### src/rtl/pirq_defines.svh
// Offsets, field positions, flag indexes and reset values for the peripheral flag block
`ifndef PIRQ_DEFINES_SVH
`define PIRQ_DEFINES_SVH

// ==========================================================================
// Register byte offsets on the slave port
`define OFS_FLAG_ONE     5'h00
`define OFS_FLAG_TWO     5'h04
`define OFS_RX_BUFFER    5'h08
`define OFS_TX_BUFFER    5'h0c
`define OFS_CAPCMP_CTRL  5'h10

// ==========================================================================
// Bit positions inside the two flag registers
`define BIT_TIMER_OVF    0
`define BIT_PERIOD_MATCH 1
`define BIT_CAPCMP       2
`define BIT_TX_EMPTY     4
`define BIT_RX_FULL      5
`define BIT_CONV_DONE    6
`define BIT_VOLT_DETECT  2
`define BIT_USB_EVENT    5
`define BIT_OSC_FAIL     7

// ==========================================================================
// Index of each sticky flag inside the flag bank
`define STICKY_COUNT     7
`define IDX_TIMER_OVF    0
`define IDX_PERIOD_MATCH 1
`define IDX_CAPCMP       2
`define IDX_CONV_DONE    3
`define IDX_VOLT_DETECT  4
`define IDX_USB_EVENT    5
`define IDX_OSC_FAIL     6

// ==========================================================================
// Reset values
`define RST_STICKY       7'h00
`define RST_BYTE         8'h00
`define RST_WORD         32'h0000_0000

`endif

### src/rtl/pirq_pkg.sv
// Types shared by the peripheral flag block
package pirq_pkg;

  // Capture/compare unit operating mode, as programmed by software
  typedef enum logic [1:0] {
    CC_OFF     = 2'b00,
    CC_CAPTURE = 2'b01,
    CC_COMPARE = 2'b11,
    CC_PWM     = 2'b10
  } capcmp_mode_type;

  // Slave port handshake state
  typedef enum logic {
    BUS_IDLE = 1'b0,
    BUS_ACK  = 1'b1
  } bus_state_type;

endpackage

### src/rtl/sticky_flag_if.sv
// Carrier between the register block and its sticky flag bank
interface sticky_flag_if;
  logic [6:0] set;
  logic [6:0] wr;
  logic [6:0] wdata;
  logic [6:0] q;

  modport bank (input set, input wr, input wdata, output q);
  modport user (output set, output wr, output wdata, input q);
endinterface

### src/rtl/periph_irq_flag_regs.sv
// Peripheral interrupt flag registers behind an Avalon-MM slave port
//
// Notes on behaviour
// - Flags set on their events; no enable, local or global, gates them.
// - Converter-done flag, first register bit 6, sets on completion, sticky.
// - Receive-full flag, bit 5, read-only, shows buffer occupied, read clears.
// - Transmit-empty flag, bit 4, read-only, shows buffer empty, write clears.
// - Capture mode: capture/compare flag bit 2 sets on capture, sticky.
// - Compare mode: capture/compare flag sets on compare match, sticky.
// - PWM mode: capture/compare flag is never set by hardware.
// - Period-match flag bit 1 sets when second timer equals period, sticky.
// - Timer-overflow flag bit 0 sets on first timer overflow, sticky.
// - Oscillator-fail flag, second register bit 7, sets on failover, sticky.
// - Unimplemented bits read zero; implemented bits reset to zero.
`include "pirq_defines.svh"

module periph_irq_flag_regs (
  input  wire logic                core_clk,
  input  wire logic                nrst,
  // Avalon-MM slave
  input  wire logic [4:0]          avs_address,
  input  wire logic                avs_read,
  input  wire logic                avs_write,
  input  wire logic [31:0]         avs_writedata,
  input  wire logic [3:0]          avs_byteenable,
  output logic      [31:0]         avs_readdata,
  output logic                     avs_waitrequest,
  // Event pulses from peripheral units on the same clock
  input  wire logic                conv_done_event,
  input  wire logic                rx_load,
  input  wire logic [7:0]          rx_byte,
  input  wire logic                tx_buf_free,
  input  wire logic                capture_event,
  input  wire logic                compare_match,
  input  wire logic                period_match_event,
  input  wire logic                timer_overflow_event,
  input  wire logic                osc_fail_event,
  input  wire logic                usb_request,
  input  wire logic                voltage_event,
  // Toward peripheral units and the interrupt logic
  output logic      [7:0]          tx_byte,
  output logic                     tx_pending,
  output pirq_pkg::capcmp_mode_type capcmp_mode,
  output logic      [7:0]          flag_reg_one,
  output logic      [7:0]          flag_reg_two
);
  import pirq_pkg::*;

  // ==========================================================================
  // Slave port handshake
  bus_state_type   bus_state_r;
  bus_state_type   bus_state_nxt;
  logic            waitreq_r;
  logic            waitreq_nxt;
  logic [31:0]     rdata_r;
  logic [31:0]     rdata_nxt;
  logic [31:0]     read_mux;
  logic            ack;
  logic            wr_lane0;
  logic            wr_one;
  logic            wr_two;
  logic            wr_ctrl;
  logic            wr_tx;
  logic            rd_rx;

  // ==========================================================================
  // Buffer-tracking flags and control
  logic            rx_full_r;
  logic            rx_full_nxt;
  logic [7:0]      rx_data_r;
  logic [7:0]      rx_data_nxt;
  logic            tx_empty_r;
  logic            tx_empty_nxt;
  logic [7:0]      tx_byte_r;
  logic [7:0]      tx_byte_nxt;
  logic            tx_pending_r;
  logic            tx_pending_nxt;
  capcmp_mode_type mode_r;
  capcmp_mode_type mode_nxt;
  logic            capcmp_hit;

  sticky_flag_if   flags ();

  sticky_flag_bank u_bank (
    .core_clk (core_clk),
    .nrst     (nrst),
    .flags    (flags)
  );

  // ==========================================================================
  // Register views
  always_comb begin
    flag_reg_one = {1'b0,
                    flags.q[`IDX_CONV_DONE],
                    rx_full_r,
                    tx_empty_r,
                    1'b0,
                    flags.q[`IDX_CAPCMP],
                    flags.q[`IDX_PERIOD_MATCH],
                    flags.q[`IDX_TIMER_OVF]};
    flag_reg_two = {flags.q[`IDX_OSC_FAIL],
                    1'b0,
                    flags.q[`IDX_USB_EVENT],
                    2'b00,
                    flags.q[`IDX_VOLT_DETECT],
                    2'b00};
  end

  always_comb begin
    unique case (avs_address)
      `OFS_FLAG_ONE:    read_mux = {24'h00_0000, flag_reg_one};
      `OFS_FLAG_TWO:    read_mux = {24'h00_0000, flag_reg_two};
      `OFS_RX_BUFFER:   read_mux = {24'h00_0000, rx_data_r};
      `OFS_TX_BUFFER:   read_mux = {24'h00_0000, tx_byte_r};
      `OFS_CAPCMP_CTRL: read_mux = {30'h0000_0000, mode_r};
      default:          read_mux = `RST_WORD;
    endcase
  end

  // ==========================================================================
  // Handshake: one wait cycle, then a single answer cycle. Side effects land
  // on the answer edge, the same edge at which the master takes the answer.
  always_comb begin
    bus_state_nxt = bus_state_r;
    waitreq_nxt   = 1'b1;
    rdata_nxt     = rdata_r;
    unique case (bus_state_r)
      BUS_IDLE: begin
        if (avs_read || avs_write) begin
          bus_state_nxt = BUS_ACK;
          waitreq_nxt   = 1'b0;
          rdata_nxt     = avs_read ? read_mux : `RST_WORD;
        end
      end
      BUS_ACK: begin
        bus_state_nxt = BUS_IDLE;
        rdata_nxt     = `RST_WORD;
      end
    endcase
  end

  always_ff @(posedge core_clk or negedge nrst) begin
    if (!nrst) begin
      bus_state_r <= BUS_IDLE;
      waitreq_r   <= 1'b1;
      rdata_r     <= `RST_WORD;
    end else begin
      bus_state_r <= bus_state_nxt;
      waitreq_r   <= waitreq_nxt;
      rdata_r     <= rdata_nxt;
    end
  end

  always_comb begin
    ack      = (bus_state_r == BUS_ACK);
    // Only the low byte lane holds data; other lanes are ignored
    wr_lane0 = ack && avs_write && avs_byteenable[0];
    wr_one   = wr_lane0 && (avs_address == `OFS_FLAG_ONE);
    wr_two   = wr_lane0 && (avs_address == `OFS_FLAG_TWO);
    wr_ctrl  = wr_lane0 && (avs_address == `OFS_CAPCMP_CTRL);
    wr_tx    = wr_lane0 && (avs_address == `OFS_TX_BUFFER);
    rd_rx    = ack && avs_read && (avs_address == `OFS_RX_BUFFER);
  end

  // ==========================================================================
  // Sticky flags: events set regardless of any enable, software writes
  always_comb begin
    // PWM and off modes raise nothing on this flag
    capcmp_hit = ((mode_r == CC_CAPTURE) && capture_event)
               | ((mode_r == CC_COMPARE) && compare_match);

    flags.set                    = 7'h00;
    flags.set[`IDX_TIMER_OVF]    = timer_overflow_event;
    flags.set[`IDX_PERIOD_MATCH] = period_match_event;
    flags.set[`IDX_CAPCMP]       = capcmp_hit;
    flags.set[`IDX_CONV_DONE]    = conv_done_event;
    flags.set[`IDX_VOLT_DETECT]  = voltage_event;
    flags.set[`IDX_USB_EVENT]    = usb_request;
    flags.set[`IDX_OSC_FAIL]     = osc_fail_event;

    flags.wr                       = 7'h00;
    flags.wr[`IDX_TIMER_OVF]       = wr_one;
    flags.wr[`IDX_PERIOD_MATCH]    = wr_one;
    flags.wr[`IDX_CAPCMP]          = wr_one;
    flags.wr[`IDX_CONV_DONE]       = wr_one;
    flags.wr[`IDX_VOLT_DETECT]     = wr_two;
    flags.wr[`IDX_USB_EVENT]       = wr_two;
    flags.wr[`IDX_OSC_FAIL]        = wr_two;

    flags.wdata                    = 7'h00;
    flags.wdata[`IDX_TIMER_OVF]    = avs_writedata[`BIT_TIMER_OVF];
    flags.wdata[`IDX_PERIOD_MATCH] = avs_writedata[`BIT_PERIOD_MATCH];
    flags.wdata[`IDX_CAPCMP]       = avs_writedata[`BIT_CAPCMP];
    flags.wdata[`IDX_CONV_DONE]    = avs_writedata[`BIT_CONV_DONE];
    flags.wdata[`IDX_VOLT_DETECT]  = avs_writedata[`BIT_VOLT_DETECT];
    flags.wdata[`IDX_USB_EVENT]    = avs_writedata[`BIT_USB_EVENT];
    flags.wdata[`IDX_OSC_FAIL]     = avs_writedata[`BIT_OSC_FAIL];
  end

  // ==========================================================================
  // Buffer-tracking flags are read-only; they follow buffer access
  always_comb begin
    rx_data_nxt    = rx_load ? rx_byte : rx_data_r;
    // A byte arriving on the clearing read keeps the flag up
    rx_full_nxt    = rx_load | (rd_rx ? 1'b0 : rx_full_r);
    tx_byte_nxt    = wr_tx ? avs_writedata[7:0] : tx_byte_r;
    tx_empty_nxt   = tx_buf_free | (wr_tx ? 1'b0 : tx_empty_r);
    tx_pending_nxt = wr_tx | (tx_buf_free ? 1'b0 : tx_pending_r);
    mode_nxt       = wr_ctrl ? capcmp_mode_type'(avs_writedata[1:0]) : mode_r;
  end

  always_ff @(posedge core_clk or negedge nrst) begin
    if (!nrst) begin
      rx_full_r    <= 1'b0;
      rx_data_r    <= `RST_BYTE;
      tx_empty_r   <= 1'b0;
      tx_byte_r    <= `RST_BYTE;
      tx_pending_r <= 1'b0;
      mode_r       <= CC_OFF;
    end else begin
      rx_full_r    <= rx_full_nxt;
      rx_data_r    <= rx_data_nxt;
      tx_empty_r   <= tx_empty_nxt;
      tx_byte_r    <= tx_byte_nxt;
      tx_pending_r <= tx_pending_nxt;
      mode_r       <= mode_nxt;
    end
  end

  always_comb begin
    avs_readdata    = rdata_r;
    avs_waitrequest = waitreq_r;
    tx_byte         = tx_byte_r;
    tx_pending      = tx_pending_r;
    capcmp_mode     = mode_r;
  end
endmodule

### src/rtl/sticky_flag_bank.sv
// Bank of sticky event flags with hardware set taking priority over software write
`include "pirq_defines.svh"

module sticky_flag_bank (
  input  wire logic   core_clk,
  input  wire logic   nrst,
  sticky_flag_if.bank flags
);

  logic [6:0] q_r;
  logic [6:0] q_nxt;

  // ==========================================================================
  // One flag per bit
  genvar i;
  generate
    for (i = 0; i < `STICKY_COUNT; i = i + 1) begin : g_flag
      always_comb begin
        // An event in the same cycle as a clearing write still lands
        q_nxt[i] = flags.set[i] | (flags.wr[i] ? flags.wdata[i] : q_r[i]);
      end
    end
  endgenerate

  always_ff @(posedge core_clk or negedge nrst) begin
    if (!nrst) begin
      q_r <= `RST_STICKY;
    end else begin
      q_r <= q_nxt;
    end
  end

  assign flags.q = q_r;

endmodule

### config.mk
export PLATFORM = sky130hd
export DESIGN_NAME = periph_irq_flag_regs
export DESIGN_NICKNAME = d
export VERILOG_FILES = /design/src/rtl/pirq_pkg.sv /design/src/rtl/sticky_flag_if.sv /design/src/rtl/periph_irq_flag_regs.sv /design/src/rtl/sticky_flag_bank.sv
export VERILOG_INCLUDE_DIRS = /design/src /design/src/rtl
export SDC_FILE = /design/constraint.sdc
export NUM_CORES = 1
export LEC_CHECK = 0
export BUFFER_PORTS_ARGS = -buffer_cell sky130_fd_sc_hd__clkbuf_2
export CAP_MARGIN = 15
export CORE_ASPECT_RATIO = 0.8
export CORE_MARGIN = 2
export CORE_UTILIZATION = 42
export DETAILED_ROUTE_END_ITERATION = 10
export PLACE_DENSITY = 0.79
export SLEW_MARGIN = 20
export SYNTH_ARGS = -nofsm -noshare
export SYNTH_HDL_FRONTEND = slang
export SYNTH_HIERARCHICAL = 1
export SYNTH_SLANG_ARGS = --single-unit
export TNS_END_PERCENT = 50
### constraint.sdc
create_clock -name core_clk -period 2.1 [get_ports core_clk]
set_input_delay 0.105 -clock core_clk [delete_from_list [all_inputs] [get_ports core_clk]]
set_output_delay 0.105 -clock core_clk [all_outputs]
set_load 0.05 [all_outputs]
==> results of run 1 <==
## logic make-up after synthesis
kind of cell	Yosys count	share of synthesized area [%]
compound gates	22	8.67
buf+inv	39	14.1
flops	38	48.9
mux	28	17.2
other cells	1	0.192
simple gates	32	11.0
## state kept, by name, indices dropped and copies added, names as in the netlist
register / flops
avs_readdata: 8
capcmp_mode: 2
avs_waitrequest: 1
u_bank/flags.q: 7
ack: 1
tx_empty_r: 1
tx_pending: 1
tx_byte: 8
rx_data_r: 8
rx_full_r: 1
## per-layer routing
layer  vias up  GRT usage, %  routed length [µm]
met1       680          22.2                1800
met4         0          5.08                  43
met5         -             0                   0
li1        654             -                   -
met2        61          24.3                1840
met3         3          5.57                 270
## cell usage in the layout (no fill, tap or decap), types with 3 or more instances in the layout
| cell type | instances |
|---|---|
| a211o_1 | 7 |
| a22oi_1 | 4 |
| buf_4 | 4 |
| clkbuf_2 | 64 |
| clkbuf_8 | 5 |
| conb_1 | 31 |
| dfrtp_1 | 37 |
| dlygate4sd3_1 | 4 |
| mux2_2 | 24 |
| nand2_1 | 7 |
| nand4_1 | 3 |
| nor2b_1 | 10 |
| o21ai_0 | 4 |
## where the power goes
group	internal (mW)	leakage (nW)	switching, mW
combinational	0.121	0.650	0.321
clock	0.228	0.0383	0.234
sequential	0.782	0.459	0.0329
## worst min-delay path by stage
stage,from,to,slack (ns),cells after the start
after floorplan,nrst,ack$_DFF_PN0_,-0.19,0
after global placement,nrst,rx_data_r[6]$_DFFE_PN0P_,0.28,1
after detailed placement,nrst,rx_data_r[6]$_DFFE_PN0P_,0.28,1
after CTS,osc_fail_event,u_bank/flags.q[6]$_DFF_PN0_,0.003,2
after global routing,osc_fail_event,u_bank/flags.q[6]$_DFF_PN0_,0.007,2
final,tx_buf_free,tx_empty_r$_DFF_PN0_,0.006,2
## per-stage QoR
step                instances  cell area, µm²
detailed placement        281            2220
CTS                       292            2340
global route              292            2340
floorplan                 190            2060
global placement          281            2220
finish                    292            2340
## what timing repair did
| item | in CTS | in global routing |
|---|---|---|
| hold buffers | 4 | 0 |
| endpoints found under the hold margin | 40 | 0 |
| resized for setup | 0 | 0 |
## area by class of cell
class / count / area share [%]
well taps: 60 / 3.21
repair buffers: 72 / 16.7
inverters: 2 / 0.321
flip-flops and latches: 38 / 40.8
clock buffers: 7 / 3.27
multi-input cells: 113 / 35.7
==> results summary, run 1 <==
The run finished with clean final reports. Yosys attributes the largest share of cell area to dfrtp_1 (48%), mux2_2 (14%), buf_4 (13%). The total number of nets in the final design came out at 295. The via count of the first global-routing pass came to roughly 1,300. The mean cell area of the mapped netlist came out at 12.2 µm².

The number of input and output port buffers inserted came out at 64. Setup violations remaining at the end of the flow were counted as 0. The number of detailed-route iterations in the first pass is 4. The via-per-instance ratio is approximately 4.8.

Among cell families on the critical path, the largest total delay comes from simple AND/OR/NAND/NOR gates. The worst hold path belongs to the class in2reg. The total count of hold-check failures in the final report came out at 0. Across all layers, the routed design uses around 1,400 vias. The share of flip-flops with an asynchronous set or reset is 100%.

After synthesis, the netlist uses 29 different library cells. The depth of the worst register-to-register path came out at 6. The worst ir drop on vdd came out at approximately 520 µV. The analysis attributes to cell leakage a power of between 1 and 1.5 nW. The critical path runs through a total of 6 cells. The path type of the worst setup path is reg2reg. The count of buffer and inverter cells on the critical path came out at 1. The number of diodes added for antenna fixing is 0. The buffer depth of the longest clock path came out at 2. Max-cap violations in this run came to 0. The total power divided by cell area came out at 736 mW/mm².

The achievable clock frequency came out at 0.599 GHz. The post-route fraction of the period consumed by the critical path is 79.5%. Setup repair after global routing left no endpoint under its margin. The global-route usage over all layers came out at 16.2%. Following the worst setup path forward leads to its endpoint at u_bank/flags.q[6]$_DFF_PN0_.

The worst register-to-register path begins at ack$_DFF_PN0_. The part of the Yosys area used for sequential elements is 48.9%. Summing internal, switching and leakage power gives 1.72 mW. The most common cell in the synthesized netlist is dfrtp_1.

The worst pin sits at a relative slew slack of about 38%. Sorting the synthesized cells by how often they occur yields dfrtp_1 (37), buf_4 (34), mux2_2 (24). The maximum single-stage delay on the critical path is between 0.4 and 0.5 ns.

The worst slack on hold paths came out at 0.00602 ns. The initial utilization of the core area, before any placement, comes to roughly 43%. The core outline area came out at about 0.0045 mm². The TritonCTS sink count came out at 38. The initial antenna violation count is 0. The number of placement rows came out at 22. In the routed design, unresolved DRC markers number 0. The I/O pin count is ~120.

The synthesis-to-finish area growth came out at 19.9%. The data required time at the worst endpoint is 2.28 ns. The register-to-register setup slack came out at approximately 0.43 ns. The die height is between 60 and 70 µm.

The maximum fanout count along the critical path came out at 6. At the end of the flow the core is filled with cells to 51.7%. In the final timing run, aggregate negative setup slack is 0 ns. The slowest stage of the critical path belongs to the cell dfrtp_1.

The width of the chip is 80.1 µm. In this run, CTS created clock tree buffers numbering 5. The area of combinational cells with multiple inputs came out at about 830 µm². For the final database, setup skew stands at approximately 0.0027 ns. The combined area of all synthesized cells came out at 0.00195 mm². The post-synthesis cell type with the largest combined area is dfrtp_1.

The DRC violation total after the first TritonRoute iteration came out at 24. The capture instance of the worst register-to-register path is u_bank/flags.q[6]$_DFF_PN0_. The clock latency at the later pin of the worst-skew pair came out at 0.29 ns. The slew at the pin with the worst max-slew slack is 0.932 ns. The die covers 0.00520 mm². The clock transition at the registers of the reported paths came out at around 0.060 ns. Summing all flip-flop and latch instances after layout gives 952 µm².

In this run the remaining antenna-violating nets after routing total 0. Among all flip-flop cells after synthesis, the most frequent one is dfrtp_1. Entering global routing, the biggest net connects 39 pins.

The area fraction of the dominant cell type after synthesis came out at 47.5%. The H-tree depth reported by CTS came out at 2. The number of warnings reported in the yosys synthesis log is 6. The fraction of layout instances using a drive strength above 1 came out at 44.4%.

After detailed routing, the average wire length per cell comes to 13.5 µm. The max-slew violation total from the final report is 0. Clock tree synthesis selected as its root buffer the cell clkbuf_8.

Subtracting the final worst setup slack from the clock period gives 1.67 ns. The post-placement worst setup slack came out at 0.442 ns. The gate count after technology mapping came out at 160.

The arrival time at the worst endpoint is roughly 1.9 ns. The HPWL after detailed placement came out at 2980 µm. The CTS tree is done.

The global placement routability congestion came out at 0.735. The worst setup path is launched from a flop. The global-route wire length before repair came out at 6200 µm. The most critical setup path has its startpoint at ack$_DFF_PN0_. The number of buffers inserted to repair setup after CTS is 0.

STA classifies the critical path endpoint as a flop. Walking the worst path, the cells encountered are and4bb_1, nand2_1, nor4b_1, buf_4, nor2b_1, a211o_1. The number of synthesized flops with an enable pin is 0. In the post-route analysis, the smallest setup slack over all paths is 0.431 ns. The final layout contains routed wiring with a total length of just under 4000 µm. Synthesis inferred 38 register bits.

The layout filler cell count came out at 430. The remaining global-route overflow is 0.
Power figures use the tool's default switching activity.
==> inputs of run 2 (changes only) <==
--- a/config.mk
+++ b/config.mk
@@ -6,13 +6,14 @@
 export SDC_FILE = /design/constraint.sdc
 export NUM_CORES = 1
 export LEC_CHECK = 0
+export ABC_AREA = 1
 export BUFFER_PORTS_ARGS = -buffer_cell sky130_fd_sc_hd__clkbuf_2
 export CAP_MARGIN = 15
 export CORE_ASPECT_RATIO = 0.8
 export CORE_MARGIN = 2
-export CORE_UTILIZATION = 42
+export CORE_UTILIZATION = 44
 export DETAILED_ROUTE_END_ITERATION = 10
-export PLACE_DENSITY = 0.79
+export PLACE_DENSITY = 0.8
 export SLEW_MARGIN = 20
 export SYNTH_ARGS = -nofsm -noshare
 export SYNTH_HDL_FRONTEND = slang
==> constraint.sdc (replaced) <==
create_clock -name core_clk -period 1.68 [get_ports core_clk]
set_input_delay 0.084 -clock core_clk [delete_from_list [all_inputs] [get_ports core_clk]]
set_output_delay 0.084 -clock core_clk [all_outputs]
set_load 0.05 [all_outputs]
==> run 2 against run 1 <==
Net effect:
- the flow now finishes with violations (negative hold slack)
- die area up 4.8%
- largest power group unchanged
- clock-buffer cell count unchanged
- synthesized cell count up 66%
==> results summary, run 2 <==
The worst slack on hold paths came out at -0.000487 ns. The H-tree was split into 2 levels. The number of buffers inserted during clock tree synthesis is 5. The layout filler cell count came out at 454.

Summing internal, switching and leakage power gives 2.21 mW. The total count of hold-check failures in the final report is 1. At the end of the flow the core is filled with cells to 57.2%. The maximum fanout count along the critical path is 6. The full die area came out at ~0.0055 mm². The most common cell in the netlist is nand2_1. The number of register bits inferred by synthesis came out at 38.

Setup repair after global routing left no endpoint under its margin. In this run the static leakage power is 1.46 nW. The achievable clock frequency is 0.709 GHz. The library cells used most frequently in the layout, excluding fill and tap cells, are nand2_1 (81), clkbuf_2 (64), dfrtp_1 (37). The number of detailed-route iterations in the first pass came out at 4. Measured against its own limit, the worst slew margin works out to 66.3%. The number of placement rows came out at 22. The core outline area is 0.00465 mm². The switching part of the total is 35.3%. The final number of setup-violating endpoints is 0. The buffer depth of the longest clock path is 2.

The remaining design rule violation count came out at 0. The share of power burned in registers came out at 46.1%. The HPWL after detailed placement is roughly 3700 µm.

The library cell used most frequently in the layout, excluding fill and tap cells, is nand2_1. The internal power of the cells totals between 1 and 1.5 mW. Clock latency on the worst-skew pair, taken at its later pin, is between 0.2 and 0.3 ns.

The number of maximum-capacitance constraint violations is 0. In this run the critical register-to-register path is launched from ack$_DFF_PN0_. The final reports fail on negative hold slack. The part of the Yosys area used for sequential elements came out at 44.4%. The initial antenna violation count is 0.

Post-CTS repair changed the size of 0 cells. The first global-routing pass estimated 7790 µm of wire. The path class of the tightest hold or removal check is in2reg. The number of input and output port buffers inserted came out at 64. Across every metal layer, demand over resource in global routing totals 19.1%. The total via count after detailed routing is 1,909.

The gate count after technology mapping is about 270. The via count of the first global-routing pass came out at 1,763. After detailed routing, the total wire length is 4830 µm. The total power divided by cell area is around 830 mW/mm². The worst setup path is of the reg2reg kind. The arrival time at the worst endpoint is 1.59 ns.

Combinational logic burns 25.2% of the power. At the end of the flow, the number of nets in the layout was 411. Including well taps, the total number of placed cells is 384. The number of synthesized flops with an enable pin came out at 0. Walking the worst path, the cells encountered are nand3_1, nor2_1, inv_1, nand2_2, nand3_2.

Summed over all instances, the cell type with the most area after synthesis is dfrtp_1. The largest net degree at the start of global routing came out at 39. The mean routed wirelength per cell is 11.8 µm. The worst setup path is launched from a flop.

The maximum single-stage delay on the critical path is 0.42 ns. IR analysis of the VDD net gives a maximum drop of 459 µV. Counting I/O delays and the setup requirement, the final critical path takes 1.41 ns. In the routed layout, each cell is associated on average with a via count of approximately 4.7. For this run, the leading register cell type out of synthesis is dfrtp_1. The data required time at the worst endpoint is 1.86 ns. The area fraction of the dominant cell type after synthesis came out at 43.1%. The repair_antennas step left the layout with diodes totalling 0. The DRC violation total after the first TritonRoute iteration came out at 164. The max-slew violation total from the final report is 0. Dividing the final minimum period by the clock period gives 84.0%. Counting flops with an async set or reset pin after synthesis yields a share of 100%. The post-placement worst setup slack came out at 0.253 ns. Counting cells, the worst reg-to-reg path comes to 5. The fraction of layout instances using a drive strength above 1 is 29.5%.

The accumulated negative setup slack is 0 ns. The I/O pin count came out at 123. Across all setup checks in the final design, the least slack found is ~0.27 ns. For this configuration, the core starts out at a cell density of 46.1%.

After clock tree synthesis, the clock-pin slew on the worst setup and hold paths is about 0.070 ns. The startpoint identified for the worst hold timing path is rx_byte[5]. The global placement routability congestion is 0.831. Dividing the synthesized area by the synthesized cell count gives roughly 8.1 µm². Once detail routing completed, the nets flagged for antenna violations numbered 0.

After routing the design area is 0.00266 mm². Ranked by instance count, the synthesized netlist is headed by nand2_1 (81), dfrtp_1 (37), buf_4 (35). The clock network fraction of design power is 28.6%.

The TritonCTS sink count is 38. At the pin with the least slew margin, the transition time is 0.504 ns. The instance area at placement is 0.00240 mm². Measured along the x axis, the die boundary spans 82.1 µm. The remaining global-route overflow came out at 0. STA classifies the critical path endpoint as a flop. The clock root buffer is clkbuf_8. The number of distinct standard cells referenced by the synthesized netlist came out at 24. The worst setup skew after layout is 0.00452 ns.

In this run the vertical extent of the chip is 66.5 µm. The power spent charging and discharging nets came out at 782 µW. In this run the worst setup path begins at ack$_DFF_PN0_.

The synthesis-to-finish area growth is 24.0%. Once layout is complete, the cells apart from fillers number 409. TritonCTS built the clock tree. On the critical path, the stage with the largest delay is an instance of nor2_1. The run finished, with violations left.

By area the synthesized netlist is led by dfrtp_1 (43%), nand2_1 (14%), buf_4 (12%). For this run, the number of Yosys warnings is 6. The combined area of all synthesized cells came out at approximately 0.0021 mm². Counting instances, the worst hold path has a depth of 3.
==> run 2: logic make-up after synthesis <==
group / after synthesis / share of synthesized area [%]
AOI/OAI and AO/OA: 16 / 4.26
buffers and inverters: 69 / 18.7
DFF: 38 / 44.4
other: 1 / 0.175
and+or+nand+nor: 141 / 32.5
==> run 2: repair_timing <==
action,CTS,global route
hold endpoints to repair,54,0
buffers inserted,0,0
hold buffers,17,0
==> run 2: power groups by stage <==
stage / Clock (mW) / Combinational (mW) / Sequential [mW]
finish: 0.634 / 0.558 / 1.02
global route: 0.685 / 0.603 / 1.03
CTS: 0.659 / 0.559 / 1.02
detailed placement: 0 / 0.527 / 1.04
global placement: 0 / 0.522 / 1.04
floorplan: 0 / 0.326 / 1.16
==> run 2: final cells by class <==
class                      instances  area [µm²]  area share, %
timing repair buffer              86         528           19.8
multi-input combinational        188         905           34.0
clock buffer                       7        86.3           3.25
tap                               60        75.1           2.82
clock inverter                     1        5.00          0.188
inverter                          29         109           4.09
sequential                        38         952           35.8
==> run 2: critical path, delay by kind of cell (launching register included) <==
| kind | cells | cell delay [ns] |
|---|---|---|
| flip-flops | 1 | 0.40 |
| AND/OR/NAND/NOR | 4 | 0.78 |
| buffers and inverters | 1 | 0.13 |
==> run 2: routing by layer <==
metal  share of wire [%]  global-route usage, %
met3                 7.3                   4.20
met5                   0                      0
met1                  46                   26.1
met2                  44                   28.2
met4                 2.7                   10.0
==> run 2: worst paths after layout <==
kind                                               endpoint  slack, ns
worst min-delay path               rx_data_r[5]$_DFFE_PN0P_    -0.0005
max in group asynchronous         avs_waitrequest$_DFF_PN1_       0.97
min in group asynchronous              tx_pending$_DFF_PN0_       0.37
worst min register to register     rx_data_r[1]$_DFFE_PN0P_       0.47
worst max-delay path            u_bank/flags.q[6]$_DFF_PN0_       0.27
worst max register to register  u_bank/flags.q[6]$_DFF_PN0_       0.27
